### config.mk
export PLATFORM = sky130hd
export DESIGN_NAME = adcwc_top
export DESIGN_NICKNAME = d
export VERILOG_FILES = /design/src/common/adcwc_pkg.sv /design/src/rtl/adcwc_fsm.sv /design/src/rtl/adcwc_top.sv
export SDC_FILE = /design/constraint.sdc
export NUM_CORES = 1
export LEC_CHECK = 0
export ABC_CLOCK_PERIOD_IN_PS = 8700
export BUFFER_PORTS_ARGS = -buffer_cell sky130_fd_sc_hd__buf_2
export CORE_MARGIN = 1
export CORE_UTILIZATION = 35
export DETAILED_ROUTE_END_ITERATION = 6
export SYNTH_ARGS = -nofsm -noshare
export SYNTH_HDL_FRONTEND = slang
export SYNTH_HIERARCHICAL = 1
export SYNTH_SLANG_ARGS = --single-unit
### constraint.sdc
create_clock -name ref_clk_in -period 8.7 [get_ports ref_clk_in]
set_input_delay 0.87 -clock ref_clk_in [delete_from_list [all_inputs] [get_ports ref_clk_in]]
set_output_delay 0.87 -clock ref_clk_in [all_outputs]
set_load 0.05 [all_outputs]
### src/common/adcwc_pkg.sv
package adcwc_pkg;

	////////////////////////////////////////////////////////////////////////
	// Sizes of the comparator unit.
	localparam int ADCWC_NUM_CMP = 8;
	localparam int ADCWC_NUM_SEQ = 4;
	localparam int ADCWC_NUM_STEP = 8;
	localparam int ADCWC_DATA_W = 10;
	localparam int ADCWC_ADDR_W = 8;
	localparam int ADCWC_REG_W = 32;

	////////////////////////////////////////////////////////////////////////
	// Register word addresses.
	localparam logic [7:0] ADCWC_OFS_CTRL = 8'h00;
	localparam logic [7:0] ADCWC_OFS_LIMITS = 8'h08;
	localparam logic [7:0] ADCWC_OFS_ROUTING = 8'h10;
	localparam logic [7:0] ADCWC_OFS_MASK = 8'h14;
	localparam logic [7:0] ADCWC_OFS_STATUS = 8'h15;

	// Field positions in the control word.
	localparam int ADCWC_IRQ_MODE_LSB = 0;
	localparam int ADCWC_IRQ_REGION_LSB = 2;
	localparam int ADCWC_IRQ_EN_BIT = 4;
	localparam int ADCWC_TRIG_MODE_LSB = 8;
	localparam int ADCWC_TRIG_REGION_LSB = 10;
	localparam int ADCWC_TRIG_EN_BIT = 12;

	// Field positions in the limits word and the status word.
	localparam int ADCWC_LOWER_LSB = 0;
	localparam int ADCWC_UPPER_LSB = 16;
	localparam int ADCWC_STAT_IRQ_LSB = 0;
	localparam int ADCWC_STAT_TRIG_LSB = 8;

	////////////////////////////////////////////////////////////////////////
	// Operating modes, region selects and one-hot bands.
	typedef enum logic [1:0] {
		ADCWC_MODE_ALWAYS = 2'h0,
		ADCWC_MODE_ONCE = 2'h1,
		ADCWC_MODE_HYST_ALWAYS = 2'h2,
		ADCWC_MODE_HYST_ONCE = 2'h3
	} adcwc_mode_t;

	localparam logic [1:0] ADCWC_REGION_LOW = 2'h0;
	localparam logic [1:0] ADCWC_REGION_MID = 2'h1;
	localparam logic [1:0] ADCWC_REGION_HIGH = 2'h3;

	localparam logic [2:0] ADCWC_BAND_LOW = 3'h1;
	localparam logic [2:0] ADCWC_BAND_MID = 3'h2;
	localparam logic [2:0] ADCWC_BAND_HIGH = 3'h4;

	// Hysteresis state of one output state machine.
	typedef enum logic [1:0] {
		ADCWC_HYST_CLEAR = 2'b01,
		ADCWC_HYST_SET = 2'b10
	} adcwc_hyst_t;

	////////////////////////////////////////////////////////////////////////
	// Carriers.
	typedef struct packed {
		logic trig_enable;
		logic [1:0] trig_region;
		logic [1:0] trig_mode;
		logic irq_enable;
		logic [1:0] irq_region;
		logic [1:0] irq_mode;
	} adcwc_ctrl_t;

	typedef struct packed {
		logic valid;
		logic [$clog2(ADCWC_NUM_SEQ)-1:0] seq;
		logic [$clog2(ADCWC_NUM_STEP)-1:0] step;
		logic [$clog2(ADCWC_NUM_CMP)-1:0] cmp;
		logic [ADCWC_DATA_W-1:0] data;
	} adcwc_conv_t;

	// Reset values.
	localparam adcwc_ctrl_t ADCWC_CTRL_RST = '0;
	localparam logic [ADCWC_DATA_W-1:0] ADCWC_LIMIT_RST = 10'h000;
	localparam logic [ADCWC_NUM_STEP-1:0] ADCWC_ROUTING_RST = 8'h00;
	localparam logic [ADCWC_NUM_CMP-1:0] ADCWC_MASK_RST = 8'h00;

	// Sorts a code into the low, mid or high band.
	function automatic logic [2:0] adcwc_band(
		input logic [ADCWC_DATA_W-1:0] value,
		input logic [ADCWC_DATA_W-1:0] lower,
		input logic [ADCWC_DATA_W-1:0] upper
	);
		if (value <= lower) begin
			return ADCWC_BAND_LOW;
		end else if (value <= upper) begin
			return ADCWC_BAND_MID;
		end else begin
			return ADCWC_BAND_HIGH;
		end
	endfunction : adcwc_band

endpackage : adcwc_pkg

### src/rtl/adcwc_fsm.sv
module adcwc_fsm import adcwc_pkg::*; (
	input wire logic ref_clk_in,
	input wire logic srst_in,
	input wire logic enable_in,
	input wire logic [1:0] mode_in,
	input wire logic [1:0] region_in,
	input wire logic sample_in,
	input wire logic [2:0] band_in,
	output logic out_out
);

	adcwc_hyst_t hyst_reg;
	adcwc_hyst_t hyst_next;
	logic prev_met_reg;
	logic prev_met_next;
	logic out_reg;
	logic out_next;
	logic met;
	logic opposite;

	////////////////////////////////////////////////////////////////////////
	// Band criterion and the band that clears hysteresis.
	assign met = (region_in == ADCWC_REGION_LOW && band_in == ADCWC_BAND_LOW)
		|| (region_in == ADCWC_REGION_MID && band_in == ADCWC_BAND_MID)
		|| (region_in == ADCWC_REGION_HIGH && band_in == ADCWC_BAND_HIGH);
	assign opposite =
		(region_in == ADCWC_REGION_LOW && band_in == ADCWC_BAND_HIGH)
		|| (region_in == ADCWC_REGION_HIGH && band_in == ADCWC_BAND_LOW);

	// Output and history move only on a conversion for this comparator, or clear while the function is disabled.
	always_comb begin
		hyst_next = hyst_reg;
		prev_met_next = prev_met_reg;
		out_next = out_reg;
		if (!enable_in) begin
			hyst_next = ADCWC_HYST_CLEAR;
			prev_met_next = 1'b0;
			out_next = 1'b0;
		end else if (sample_in) begin
			prev_met_next = met;
			if (met) begin
				hyst_next = ADCWC_HYST_SET;
			end else if (opposite) begin
				hyst_next = ADCWC_HYST_CLEAR;
			end
			case (mode_in)
				ADCWC_MODE_ALWAYS: begin
					out_next = met;
				end
				ADCWC_MODE_ONCE: begin
					out_next = met && !prev_met_reg;
				end
				ADCWC_MODE_HYST_ALWAYS: begin
					out_next = met
						|| (hyst_reg == ADCWC_HYST_SET && !opposite);
				end
				default: begin
					out_next = met && !prev_met_reg
						&& hyst_reg == ADCWC_HYST_CLEAR;
				end
			endcase
		end
	end

	// State registers; reset makes the next entry a fresh one.
	always_ff @(posedge ref_clk_in) begin
		if (srst_in) begin
			hyst_reg <= ADCWC_HYST_CLEAR;
			prev_met_reg <= 1'b0;
			out_reg <= 1'b0;
		end else begin
			hyst_reg <= hyst_next;
			prev_met_reg <= prev_met_next;
			out_reg <= out_next;
		end
	end

	assign out_out = out_reg;

	////////////////////////////////////////////////////////////////////////
	// Checks on the output state machine.
	property p_once_edge;
		@(posedge ref_clk_in) disable iff (srst_in)
		(enable_in && sample_in && mode_in == ADCWC_MODE_ONCE)
		|=> out_out == ($past(met) && !$past(prev_met_reg));
	endproperty
	a_once_edge: assert property (p_once_edge)
		else $error("Once mode output wrong.");

	property p_hyst_always_hold;
		@(posedge ref_clk_in) disable iff (srst_in)
		(enable_in && sample_in && mode_in == ADCWC_MODE_HYST_ALWAYS
		&& hyst_reg == ADCWC_HYST_SET && !opposite) |=> out_out;
	endproperty
	a_hyst_always_hold: assert property (p_hyst_always_hold)
		else $error("Hysteresis-always output dropped early.");

	property p_hyst_once_block;
		@(posedge ref_clk_in) disable iff (srst_in)
		(enable_in && sample_in && mode_in == ADCWC_MODE_HYST_ONCE
		&& hyst_reg == ADCWC_HYST_SET) |=> !out_out;
	endproperty
	a_hyst_once_block: assert property (p_hyst_once_block)
		else $error("Hysteresis-once fired while set.");

	property p_hyst_clear;
		@(posedge ref_clk_in) disable iff (srst_in)
		(enable_in && sample_in && opposite)
		|=> hyst_reg == ADCWC_HYST_CLEAR ##1 1'b1;
	endproperty
	a_hyst_clear: assert property (p_hyst_clear)
		else $error("Opposite band did not clear hysteresis.");

	property p_high_always;
		@(posedge ref_clk_in) disable iff (srst_in)
		(enable_in && sample_in && mode_in == ADCWC_MODE_ALWAYS
		&& region_in == ADCWC_REGION_HIGH && band_in == ADCWC_BAND_HIGH)
		|=> out_out;
	endproperty
	a_high_always: assert property (p_high_always)
		else $error("High band conversion missed.");

	property p_disabled_quiet;
		@(posedge ref_clk_in) disable iff (srst_in)
		!enable_in |=> !out_out && hyst_reg == ADCWC_HYST_CLEAR;
	endproperty
	a_disabled_quiet: assert property (p_disabled_quiet)
		else $error("Disabled function drives its output.");

	property p_reset_fresh;
		@(posedge ref_clk_in)
		srst_in |=> !out_out && !prev_met_reg
		&& hyst_reg == ADCWC_HYST_CLEAR;
	endproperty
	a_reset_fresh: assert property (p_reset_fresh)
		else $error("History not cleared by reset.");

endmodule : adcwc_fsm

### src/rtl/adcwc_top.sv
// Notes on behaviour
// - Eight comparators, each with its own lower and upper limits.
// - Per-step route bit sends a result to FIFO or to a comparator.
// - Interrupt and trigger machines run apart on the same conversion.
// - Interrupt fires when its enable, condition and mask bit are all set.
// - Trigger output asserts on its condition while its enable is set.
// - Interrupt and trigger each have their own mode field.
// - Always mode asserts for every conversion in the chosen band.
// - Once mode asserts only on entry into the band.
// - Hysteresis-always holds until the opposite band is entered.
// - Hysteresis-once asserts on entry only while hysteresis is clear.
// - Hysteresis is for low or high band; opposite band clears it.
// - Low is at most lower limit, high above upper, mid between.
// - Region select 0x0 picks the low band.
// - Region select 0x1 picks the mid band, Always or Once only.
// - Region select 0x3 picks the high band, any mode.
// - Codes and limits are 10-bit unsigned values.
module adcwc_top import adcwc_pkg::*; #(
	parameter int NUM_CMP = ADCWC_NUM_CMP,
	parameter int NUM_SEQ = ADCWC_NUM_SEQ
) (
	input wire logic ref_clk_in,
	input wire logic srst_in,
	input wire logic [ADCWC_ADDR_W-1:0] reg_addr_in,
	input wire logic [ADCWC_REG_W-1:0] reg_wdata_in,
	input wire logic reg_wr_in,
	input wire logic reg_rd_in,
	output logic [ADCWC_REG_W-1:0] reg_rdata_out,
	input wire adcwc_conv_t conv_in,
	output adcwc_conv_t fifo_out,
	output logic [NUM_CMP-1:0] irq_out,
	output logic [NUM_CMP-1:0] trig_out
);

	////////////////////////////////////////////////////////////////////////
	// Address window ends; each base is aligned to its block size.
	localparam logic [7:0] CTRL_END = ADCWC_OFS_CTRL + 8'(NUM_CMP);
	localparam logic [7:0] LIMITS_END = ADCWC_OFS_LIMITS + 8'(NUM_CMP);
	localparam logic [7:0] ROUTING_END = ADCWC_OFS_ROUTING + 8'(NUM_SEQ);

	adcwc_ctrl_t cmp_control_reg [NUM_CMP];
	adcwc_ctrl_t cmp_control_next [NUM_CMP];
	logic [ADCWC_DATA_W-1:0] lower_limit_reg [NUM_CMP];
	logic [ADCWC_DATA_W-1:0] lower_limit_next [NUM_CMP];
	logic [ADCWC_DATA_W-1:0] upper_limit_reg [NUM_CMP];
	logic [ADCWC_DATA_W-1:0] upper_limit_next [NUM_CMP];
	logic [ADCWC_NUM_STEP-1:0] sequence_routing_reg [NUM_SEQ];
	logic [ADCWC_NUM_STEP-1:0] sequence_routing_next [NUM_SEQ];
	logic [NUM_CMP-1:0] irq_mask_reg;
	logic [NUM_CMP-1:0] irq_mask_next;
	logic [ADCWC_REG_W-1:0] rdata_reg;
	logic [ADCWC_REG_W-1:0] rdata_next;

	adcwc_conv_t fifo_reg;
	adcwc_conv_t fifo_next;
	logic [NUM_CMP-1:0] irq_reg;
	logic [NUM_CMP-1:0] irq_next;

	logic step_route_to_cmp;
	logic fwd_valid;
	logic [NUM_CMP-1:0] irq_raw;
	logic [NUM_CMP-1:0] trig_raw;
	logic [NUM_CMP-1:0] sample;
	logic [2:0] band [NUM_CMP];

	////////////////////////////////////////////////////////////////////////
	// Register writes.
	always_comb begin
		for (int i = 0; i < NUM_CMP; i++) begin
			cmp_control_next[i] = cmp_control_reg[i];
			lower_limit_next[i] = lower_limit_reg[i];
			upper_limit_next[i] = upper_limit_reg[i];
		end
		for (int s = 0; s < NUM_SEQ; s++) begin
			sequence_routing_next[s] = sequence_routing_reg[s];
		end
		irq_mask_next = irq_mask_reg;
		if (reg_wr_in) begin
			if (reg_addr_in >= ADCWC_OFS_CTRL && reg_addr_in < CTRL_END) begin
				// Separate mode fields for the two functions.
				cmp_control_next[reg_addr_in[2:0]].irq_mode =
					reg_wdata_in[ADCWC_IRQ_MODE_LSB +: 2];
				cmp_control_next[reg_addr_in[2:0]].irq_region =
					reg_wdata_in[ADCWC_IRQ_REGION_LSB +: 2];
				cmp_control_next[reg_addr_in[2:0]].irq_enable =
					reg_wdata_in[ADCWC_IRQ_EN_BIT];
				cmp_control_next[reg_addr_in[2:0]].trig_mode =
					reg_wdata_in[ADCWC_TRIG_MODE_LSB +: 2];
				cmp_control_next[reg_addr_in[2:0]].trig_region =
					reg_wdata_in[ADCWC_TRIG_REGION_LSB +: 2];
				cmp_control_next[reg_addr_in[2:0]].trig_enable =
					reg_wdata_in[ADCWC_TRIG_EN_BIT];
			end else if (reg_addr_in >= ADCWC_OFS_LIMITS
				&& reg_addr_in < LIMITS_END) begin
				lower_limit_next[reg_addr_in[2:0]] =
					reg_wdata_in[ADCWC_LOWER_LSB +: ADCWC_DATA_W];
				upper_limit_next[reg_addr_in[2:0]] =
					reg_wdata_in[ADCWC_UPPER_LSB +: ADCWC_DATA_W];
			end else if (reg_addr_in >= ADCWC_OFS_ROUTING
				&& reg_addr_in < ROUTING_END) begin
				sequence_routing_next[reg_addr_in[1:0]] =
					reg_wdata_in[ADCWC_NUM_STEP-1:0];
			end else if (reg_addr_in == ADCWC_OFS_MASK) begin
				irq_mask_next = reg_wdata_in[NUM_CMP-1:0];
			end
		end
	end

	// Read data stand for one cycle only; unmapped words read as zero.
	always_comb begin
		rdata_next = '0;
		if (reg_rd_in) begin
			if (reg_addr_in >= ADCWC_OFS_CTRL && reg_addr_in < CTRL_END) begin
				rdata_next[ADCWC_IRQ_MODE_LSB +: 2] =
					cmp_control_reg[reg_addr_in[2:0]].irq_mode;
				rdata_next[ADCWC_IRQ_REGION_LSB +: 2] =
					cmp_control_reg[reg_addr_in[2:0]].irq_region;
				rdata_next[ADCWC_IRQ_EN_BIT] =
					cmp_control_reg[reg_addr_in[2:0]].irq_enable;
				rdata_next[ADCWC_TRIG_MODE_LSB +: 2] =
					cmp_control_reg[reg_addr_in[2:0]].trig_mode;
				rdata_next[ADCWC_TRIG_REGION_LSB +: 2] =
					cmp_control_reg[reg_addr_in[2:0]].trig_region;
				rdata_next[ADCWC_TRIG_EN_BIT] =
					cmp_control_reg[reg_addr_in[2:0]].trig_enable;
			end else if (reg_addr_in >= ADCWC_OFS_LIMITS
				&& reg_addr_in < LIMITS_END) begin
				rdata_next[ADCWC_LOWER_LSB +: ADCWC_DATA_W] =
					lower_limit_reg[reg_addr_in[2:0]];
				rdata_next[ADCWC_UPPER_LSB +: ADCWC_DATA_W] =
					upper_limit_reg[reg_addr_in[2:0]];
			end else if (reg_addr_in >= ADCWC_OFS_ROUTING
				&& reg_addr_in < ROUTING_END) begin
				rdata_next[ADCWC_NUM_STEP-1:0] =
					sequence_routing_reg[reg_addr_in[1:0]];
			end else if (reg_addr_in == ADCWC_OFS_MASK) begin
				rdata_next[NUM_CMP-1:0] = irq_mask_reg;
			end else if (reg_addr_in == ADCWC_OFS_STATUS) begin
				rdata_next[ADCWC_STAT_IRQ_LSB +: NUM_CMP] = irq_raw;
				rdata_next[ADCWC_STAT_TRIG_LSB +: NUM_CMP] = trig_raw;
			end
		end
	end

	// Register file state.
	always_ff @(posedge ref_clk_in) begin
		if (srst_in) begin
			for (int i = 0; i < NUM_CMP; i++) begin
				cmp_control_reg[i] <= ADCWC_CTRL_RST;
				lower_limit_reg[i] <= ADCWC_LIMIT_RST;
				upper_limit_reg[i] <= ADCWC_LIMIT_RST;
			end
			for (int s = 0; s < NUM_SEQ; s++) begin
				sequence_routing_reg[s] <= ADCWC_ROUTING_RST;
			end
			irq_mask_reg <= ADCWC_MASK_RST;
			rdata_reg <= '0;
		end else begin
			for (int i = 0; i < NUM_CMP; i++) begin
				cmp_control_reg[i] <= cmp_control_next[i];
				lower_limit_reg[i] <= lower_limit_next[i];
				upper_limit_reg[i] <= upper_limit_next[i];
			end
			for (int s = 0; s < NUM_SEQ; s++) begin
				sequence_routing_reg[s] <= sequence_routing_next[s];
			end
			irq_mask_reg <= irq_mask_next;
			rdata_reg <= rdata_next;
		end
	end

	assign reg_rdata_out = rdata_reg;

	////////////////////////////////////////////////////////////////////////
	// Result routing: FIFO or comparator, chosen per step.
	assign step_route_to_cmp = sequence_routing_reg[conv_in.seq][conv_in.step];
	assign fwd_valid = conv_in.valid && step_route_to_cmp;

	always_comb begin
		fifo_next = conv_in;
		fifo_next.valid = conv_in.valid && !step_route_to_cmp;
	end

	// Masked interrupt lines toward the interrupt controller.
	always_comb begin
		irq_next = irq_raw & irq_mask_reg;
	end

	// Output registers.
	always_ff @(posedge ref_clk_in) begin
		if (srst_in) begin
			fifo_reg <= '0;
			irq_reg <= '0;
		end else begin
			fifo_reg <= fifo_next;
			irq_reg <= irq_next;
		end
	end

	assign fifo_out = fifo_reg;
	assign irq_out = irq_reg;
	assign trig_out = trig_raw;

	////////////////////////////////////////////////////////////////////////
	// Eight comparators, each with an interrupt and a trigger machine.
	for (genvar g = 0; g < NUM_CMP; g++) begin : g_cmp
		// Full-width unsigned compare of code against both limits.
		assign band[g] = adcwc_band(conv_in.data, lower_limit_reg[g],
			upper_limit_reg[g]);
		assign sample[g] = fwd_valid && conv_in.cmp == 3'(g);

		// Both machines see the same sample and band.
		adcwc_fsm u_irq_fsm (
			.ref_clk_in(ref_clk_in),
			.srst_in(srst_in),
			.enable_in(cmp_control_reg[g].irq_enable),
			.mode_in(cmp_control_reg[g].irq_mode),
			.region_in(cmp_control_reg[g].irq_region),
			.sample_in(sample[g]),
			.band_in(band[g]),
			.out_out(irq_raw[g])
		);

		adcwc_fsm u_trig_fsm (
			.ref_clk_in(ref_clk_in),
			.srst_in(srst_in),
			.enable_in(cmp_control_reg[g].trig_enable),
			.mode_in(cmp_control_reg[g].trig_mode),
			.region_in(cmp_control_reg[g].trig_region),
			.sample_in(sample[g]),
			.band_in(band[g]),
			.out_out(trig_raw[g])
		);

		// Band boundaries for this comparator.
		property p_band_split;
			@(posedge ref_clk_in) disable iff (srst_in)
			sample[g] |-> band[g] == ((conv_in.data <= lower_limit_reg[g])
			? ADCWC_BAND_LOW : (conv_in.data <= upper_limit_reg[g])
			? ADCWC_BAND_MID : ADCWC_BAND_HIGH);
		endproperty
		a_band_split: assert property (p_band_split)
			else $error("Conversion sorted into wrong band.");

		// Low band in Always mode on the trigger path.
		property p_low_trig;
			@(posedge ref_clk_in) disable iff (srst_in)
			(sample[g] && cmp_control_reg[g].trig_enable
			&& cmp_control_reg[g].trig_mode == ADCWC_MODE_ALWAYS
			&& cmp_control_reg[g].trig_region == ADCWC_REGION_LOW
			&& conv_in.data <= lower_limit_reg[g]) |=> trig_out[g];
		endproperty
		a_low_trig: assert property (p_low_trig)
			else $error("Low band trigger missed.");

		// Mid band in Always mode on the interrupt path.
		property p_mid_irq;
			@(posedge ref_clk_in) disable iff (srst_in)
			(sample[g] && cmp_control_reg[g].irq_enable
			&& cmp_control_reg[g].irq_mode == ADCWC_MODE_ALWAYS
			&& cmp_control_reg[g].irq_region == ADCWC_REGION_MID
			&& band[g] == ADCWC_BAND_MID && irq_mask_reg[g])
			##1 irq_mask_reg[g] |=> irq_out[g];
		endproperty
		a_mid_irq: assert property (p_mid_irq)
			else $error("Mid band interrupt missed.");
	end

	////////////////////////////////////////////////////////////////////////
	// Checks on routing, masking and the Always-mode trigger hold.
	property p_route_split;
		@(posedge ref_clk_in) disable iff (srst_in)
		conv_in.valid |=> fifo_out.valid == !$past(step_route_to_cmp)
		&& (fifo_out.data == $past(conv_in.data) || !fifo_out.valid);
	endproperty
	a_route_split: assert property (p_route_split)
		else $error("Conversion routed to the wrong place.");

	property p_irq_masked;
		@(posedge ref_clk_in) disable iff (srst_in)
		1'b1 |=> irq_out == ($past(irq_raw) & $past(irq_mask_reg));
	endproperty
	a_irq_masked: assert property (p_irq_masked)
		else $error("Interrupt not gated by its mask bit.");

	property p_always_trig;
		@(posedge ref_clk_in) disable iff (srst_in)
		(fwd_valid && cmp_control_reg[0].trig_enable
		&& cmp_control_reg[0].trig_mode == ADCWC_MODE_ALWAYS
		&& conv_in.cmp == 3'h0 && cmp_control_reg[0].trig_region
		== ADCWC_REGION_HIGH && conv_in.data > upper_limit_reg[0]
		&& conv_in.data > lower_limit_reg[0]) ##1 !fwd_valid [*2]
		|-> trig_out[0] && $stable(trig_out[0]);
	endproperty
	a_always_trig: assert property (p_always_trig)
		else $error("Always-mode trigger not held to next conversion.");

endmodule : adcwc_top

After elaboration in Yosys (flattened, before gate mapping)
Memories as Yosys holds them, arrays and structs flattened. A register that Yosys moved wholly into a read port is not among the register bits.
Index checks and enable logic that the tools add are counted.
{ "word_totals": {"register_bits": 121, "ramBits": 272, "input_bits": 63, "out_inout_bits": 67, "wordCells": 740, "memories": 4} }
{ "memory_table": {"columns": ["name", "depth", "width", "read_ports", "rd_ports_with_merged_regs", "write_ports", "line", "rtl"], "rows": [
  ["cmp_control_reg", 8, 10, 9, 0, 8, "adcwc_top.sv:41", "adcwc_ctrl_t cmp_control_reg [NUM_CMP];"],
  ["lower_limit_reg", 8, 10, 9, 0, 8, "adcwc_top.sv:43", "logic [ADCWC_DATA_W-1:0] lower_limit_reg [NUM_CMP];"],
  ["upper_limit_reg", 8, 10, 9, 1, 8, "adcwc_top.sv:45", "logic [ADCWC_DATA_W-1:0] upper_limit_reg [NUM_CMP];"],
  ["sequence_routing_reg", 4, 8, 6, 0, 4, "adcwc_top.sv:47", "logic [ADCWC_NUM_STEP-1:0] sequence_routing_reg [NUM_SEQ];"]
]} }
{ "op_classes": {"n_lt_le_gt_ge": 27, "eq_ne": 129, "n_mux": 143, "bitwise_logic": 52, "reduce_logical": 326} }
{ "op_table": {"columns": ["operator", "n"], "rows": [
  ["80-bit bitwise mux", 8],
  ["80-bit two-way mux", 8],
  ["10-bit two-way mux", 27],
  ["10-bit demux with 3-bit select", 7],
  ["10-bit <= comparator", 16],
  ["1-bit logical AND", 143],
  ["32-bit two-way mux", 4],
  ["2-bit by 1-bit == test with 1-bit output (second input constant)", 48],
  ["2-bit == test (second input constant)", 48],
  ["8-bit two-way mux", 9],
  ["2-bit two-way mux", 33],
  ["2-bit logical NOT", 32],
  ["1-bit logical OR", 64],
  ["3-bit two-way mux", 16],
  ["1-bit case mux with 3 select lines", 16],
  ["3-bit == test (second input constant)", 12],
  ["2-bit OR reduction", 17],
  ["1-bit logical NOT", 33],
  ["32-bit bitwise mux", 1],
  ["2-bit AND reduction", 16],
  ["2-bit nonzero test", 16],
  ["3-bit by 2-bit == test with 1-bit output (second input constant)", 10],
  ["1-bit OR", 28],
  ["3-bit by 1-bit == test with 1-bit output (second input constant)", 9],
  ["29 further kinds", 56]
]} }

Longest topological paths before layout
{ "depth": {"ltp_word": 14, "ltp_mapped": 12, "depth_no_buf": 11} }

Hierarchy
The synthesis kept the hierarchy.
{ "modules_own_cells": {"columns": ["module", "n_inst", "cells_per_inst", "area_each_um2", "seq_area_each_um2"], "rows": [
  ["adcwc_top", 1, 2162, 18303.8, 6666.4],
  ["adcwc_fsm", 16, 33, 284.0, 80.1]
]} }

Worst setup path after synthesis
OpenSTA, ideal clock, no wires.
{ "synth_timing": {"path_type": "in2reg", "startpoint": "in conv_in[17] in the netlist's numbering", "endpoint": "reg g_cmp[5].u_irq_fsm.hyst_reg[0]", "setup_time_ps": 116, "t_arrival_ps": 3456, "path_slack_ps": 5128, "cell_stages": 11, "path_cell_list": "buf_4 > buf_4 > mux2i_1 > a22oi_1 > nand3_1 > and4_1 > buf_2 > nor4b_1 > nor2b_1 > o21ai_0 > a31o_2"} }
{ "synth_between": {"elab_chain_cells": 6} }
{ "synth_lines": {"columns": ["element", "line", "rtl"], "rows": [
  ["start, declared", "adcwc_top.sv:29", "input wire adcwc_conv_t conv_in,"],
  ["memory 4 x 8 bit", null, null],
  ["1-bit binary-select mux with 3-bit select", "adcwc_top.sv:176", "assign step_route_to_cmp = sequence_routing_reg[conv_in.seq][conv_in.step];"],
  ["1-bit two-way mux (not written as such)", "adcwc_top.sv:176", null],
  ["1-bit logical AND", "adcwc_top.sv:177", "assign fwd_valid = conv_in.valid && step_route_to_cmp;"],
  ["1-bit logical AND", "adcwc_top.sv:210", "assign sample[g] = fwd_valid && conv_in.cmp == 3'(g);"],
  ["via sample[5]", "adcwc_top.sv:63", "logic [NUM_CMP-1:0] sample;"],
  ["2-bit AND reduction (no source line)", null, null],
  ["end signal, assigned", "adcwc_fsm.sv:72", "hyst_reg <= hyst_next;"],
  ["end, declared", "adcwc_fsm.sv:12", "adcwc_hyst_t hyst_reg;"]
]} }
The timed path passes the listed nets, and every way through them passes these cells. The select of a mux whose other input is x is not followed.
A chain may end at the register's enable or synchronous reset.

==> load_flow_metrics.sql <==
INSERT INTO impl_metrics (metric_group, metric, value, unit) VALUES
('power', 'p_comb_frac', '0.098', ''),
('synthesis', 'postSynthAreaPerCell', '8.49', 'um2'),
('global_routing', 'initial_antenna_violation_count', '3', ''),
('synthesis', 'ys.warnings.count', '6', ''),
('clocking', 'cts_buffers', '44', ''),
('sta', 'rsz0062_at_grt', 'false', ''),
('power', 'leakage_power_of_the_design', '8.81', 'nW'),
('routing', 'routed_via_density', '5.49', ''),
('setup_path', 'end_of_the_worst_register_to_register_path', 'g_cmp[4].u_trig_fsm/prev_met_reg', ''),
('flow_run', 'max_cap_violations', '0', ''),
('layout', 'layout.cell_area.non_filler', '25700', 'um2'),
('layout', 'final_nets', '2961', ''),
('sta', 'setup_viol', '0', ''),
('global_routing', 'grt_use_met3', '0.0273', ''),
('clocking', 'post_cts_resize_count', '0', ''),
('synthesis', 'number_of_register_bits_inferred_by_synthesis', '397', ''),
('power', 'vdd_drop_max', '134', 'uV'),
('clocking', 'postCtsHoldBufs', '0', ''),
('layout', 'final_cell_mix', '490 x sky130_fd_sc_hd__nand2_1, 397 x sky130_fd_sc_hd__dfxtp_1, 314 x sky130_fd_sc_hd__a21oi_1, 184 x sky130_fd_sc_hd__inv_1, 160 x sky130_fd_sc_hd__ha_1', ''),
('routing', 'drc', '0', ''),
('clocking', 'post-cts-setup-buffer-count', '0', ''),
('power', 'switchingPower', '0.00112', 'W'),
('min_path', 'hold_path_depth', '2', ''),
('setup_path', 'worst_r2r_startpoint', 'upper_limit_reg[4][9]', ''),
('routing', 'detail_route.iter0.violations', '1665', ''),
('power', 'report.power.total', '0.00420', 'W'),
('sta', 'slew_headroom', '0.171', ''),
('sta', 'worst_hold_slack', '469', 'ps'),
('setup_path', 'timing.reg2reg.worst_path_depth', '10', ''),
('setup_path', 'worst-endpoint-required', '9140', 'ps'),
('setup_path', 'rrSetupSlack', '5150', 'ps'),
('sta', 'report.final.hold_viol_count', '0', ''),
('power', 'powerDensity', '164', 'nW/um2'),
('routing', 'detail-route-antenna-nets', '0', ''),
('setup_path', 'worst-endpoint-arrival', '4370', 'ps'),
('sta', 'final.period_utilization', '0.451', ''),
('synthesis', 'synth_enable_flop_cells', '0', ''),
('floorplan', 'die_width', '258', 'um'),
('layout', 'layout_commonest_cell', 'sky130_fd_sc_hd__nand2_1', ''),
('setup_path', 'crit_path_max_incr_delay', '910', 'ps'),
('setup_path', 'timing.critical_path.depth', '11', ''),
('clocking', 'tritoncts_num_sinks', '397', ''),
('min_path', 'min-delay-path-class', 'flip-flop to flip-flop', ''),
('synthesis', 'synthesis.instances', '2690', ''),
('power', 'p_int', '0.00308', 'W'),
('setup_path', 'critical_path.slowest_cell', 'sky130_fd_sc_hd__o31ai_1', ''),
('place', 'place.detailed.hpwl', '50.6', 'mm'),
('floorplan', 'design.die.area', '66300', 'um2'),
('sta', 'period_minus_slack', '3920', 'ps'),
('clocking', 'ctsHtreeMaxLevel', '2', ''),
('global_routing', 'grt_pass1_wl', '114', 'mm'),
('global_routing', 'grt_pass1_vias', '18900', ''),
('floorplan', 'io-pin-count', '130', ''),
('setup_path', 'timing.critical_path.cells', 'buf_2 -> ha_1 -> nor2b_1 -> o21a_1 -> o21a_1 -> o31ai_1 -> nor2_1 -> and4b_2 -> nor2_1 -> a2bb2oi_1 -> a211oi_1', ''),
('outcome', 'status', 'finished clean', ''),
('routing', 'detail_route.wirelength', '74.2', 'mm'),
('sta', 'worst-slew-pin-transition', '1240', 'ps'),
('clocking', 'clockRootBuffer', 'sky130_fd_sc_hd__clkbuf_16', ''),
('synthesis', 'post_synth_instance_area', '22800', 'um2'),
('power', 'p_seq_frac', '0.435', ''),
('floorplan', 'fp.dieH', '258', 'um'),
('synthesis', 'ys_async_sr_fraction', '0', ''),
('floorplan', 'floorplan.rows', '93', ''),
('place', 'numPortBuffers', '114', ''),
('sta', 'timing.setup.tns', '0', 'ps'),
('floorplan', 'coreArea', '64500', 'um2'),
('min_path', 'timing.hold.worst_endpoint', 'upper_limit_reg[0][3]', ''),
('synthesis', 'yosysSeqAreaShare', '0.348', ''),
('place', 'gp_congestion', '0.879', ''),
('global_routing', 'met1_usage', '0.308', ''),
('global_routing', 'largest_net_degree_at_the_start_of_global_routing', '213', '');
worst reg2reg max path: stages (launching register included):
cell and delay, ps:
sky130_fd_sc_hd__dfxtp_1 410, sky130_fd_sc_hd__inv_1 70, sky130_fd_sc_hd__ha_1 310, sky130_fd_sc_hd__a211oi_1 250, sky130_fd_sc_hd__o211ai_1 150, sky130_fd_sc_hd__o31ai_1 970, sky130_fd_sc_hd__nor2_1 390, sky130_fd_sc_hd__and4b_2 350
sky130_fd_sc_hd__nor2_1 120, sky130_fd_sc_hd__a2bb2oi_1 270, sky130_fd_sc_hd__a211oi_1 120
per-stage QoR:
step	setup WS [ps]	cells	utilization
after floorplan	5130	2695	-
after global placement	4210	3547	0.374
after detailed placement	4160	3547	0.374
after CTS	4800	3628	0.398
after global routing	4470	3629	0.398
final	4780	3629	0.398
power by group through the flow:
stage                     Combinational (W)  Clock [W]  Sequential [W]
final                              0.000410    0.00196         0.00183
after global routing               0.000445    0.00207         0.00183
after CTS                          0.000408    0.00199         0.00183
after detailed placement           0.000406          0         0.00187
after global placement             0.000404          0         0.00187
after floorplan                    0.000255          0         0.00188
worst max-delay path by stage:
stage | startpoint | endpoint | slack, ps
3_3_place_gp | conv_in[1] | g_cmp[4].u_irq_fsm/prev_met_reg | 4210
4_1_cts | conv_in[1] | g_cmp[4].u_trig_fsm/prev_met_reg | 4800
2_1_floorplan | conv_in[17] | g_cmp[5].u_irq_fsm/hyst_reg[0] | 5130
6_report | conv_in[1] | g_cmp[4].u_trig_fsm/prev_met_reg | 4780
3_5_place_dp | conv_in[1] | g_cmp[4].u_trig_fsm/prev_met_reg | 4160
5_1_grt | conv_in[3] | g_cmp[1].u_irq_fsm/prev_met_reg | 4470
cells in the mapped netlist (22+ instances only):
cell / count / area (um2)
sky130_fd_sc_hd__a211oi_1: 23 / 173
sky130_fd_sc_hd__a21o_1: 34 / 255
sky130_fd_sc_hd__a21oi_1: 314 / 1570
sky130_fd_sc_hd__a31oi_1: 23 / 144
sky130_fd_sc_hd__and3b_1: 23 / 201
sky130_fd_sc_hd__buf_2: 47 / 235
sky130_fd_sc_hd__clkbuf_1: 83 / 312
sky130_fd_sc_hd__dfxtp_1: 397 / 7950
sky130_fd_sc_hd__ha_1: 160 / 2000
sky130_fd_sc_hd__inv_1: 184 / 691
sky130_fd_sc_hd__mux2i_1: 85 / 851
sky130_fd_sc_hd__mux4_2: 67 / 1510
sky130_fd_sc_hd__nand2_1: 490 / 1840
sky130_fd_sc_hd__nand2b_1: 60 / 375
sky130_fd_sc_hd__nand3_1: 30 / 150
sky130_fd_sc_hd__nand4_1: 22 / 138
sky130_fd_sc_hd__nor2_1: 147 / 552
sky130_fd_sc_hd__nor2b_1: 47 / 294
sky130_fd_sc_hd__nor3_1: 24 / 120
sky130_fd_sc_hd__o21ai_0: 117 / 586
logic make-up (layout without fill, tap and decap cells):
logic type                 after synthesis  after routing  synth area share
DFF                                    397            397             0.348
and+or+nand+nor                        973            973             0.218
muxes                                  153            153             0.104
buffers and inverters                  337            415            0.0616
AOI/OAI and AO/OA                      669            669             0.181
other                                    1              7          0.000164
adders and majority gates              160            160            0.0876
final cells by class:
class / instances / area [um2] / area share
Inverter: 185 / 694 / 0.0271
Clock inverter: 25 / 272 / 0.0106
Sequential cell: 397 / 7950 / 0.310
Timing Repair Buffer: 149 / 861 / 0.0335
Antenna cell: 1 / 2.50 / 0.0000975
Tap cell: 855 / 1070 / 0.0417
Clock buffer: 56 / 1260 / 0.0489
Multi-Input combinational cell: 1961 / 13600 / 0.528
metal layers:
metal / routed length [um] / vias to the layer above
met4: 2780 / 2
met5: 13 / -
met3: 4210 / 130
li1: - / 9612
met2: 33200 / 584
met1: 34000 / 9579
No activity file was read; power rests on OpenSTA's default activity.
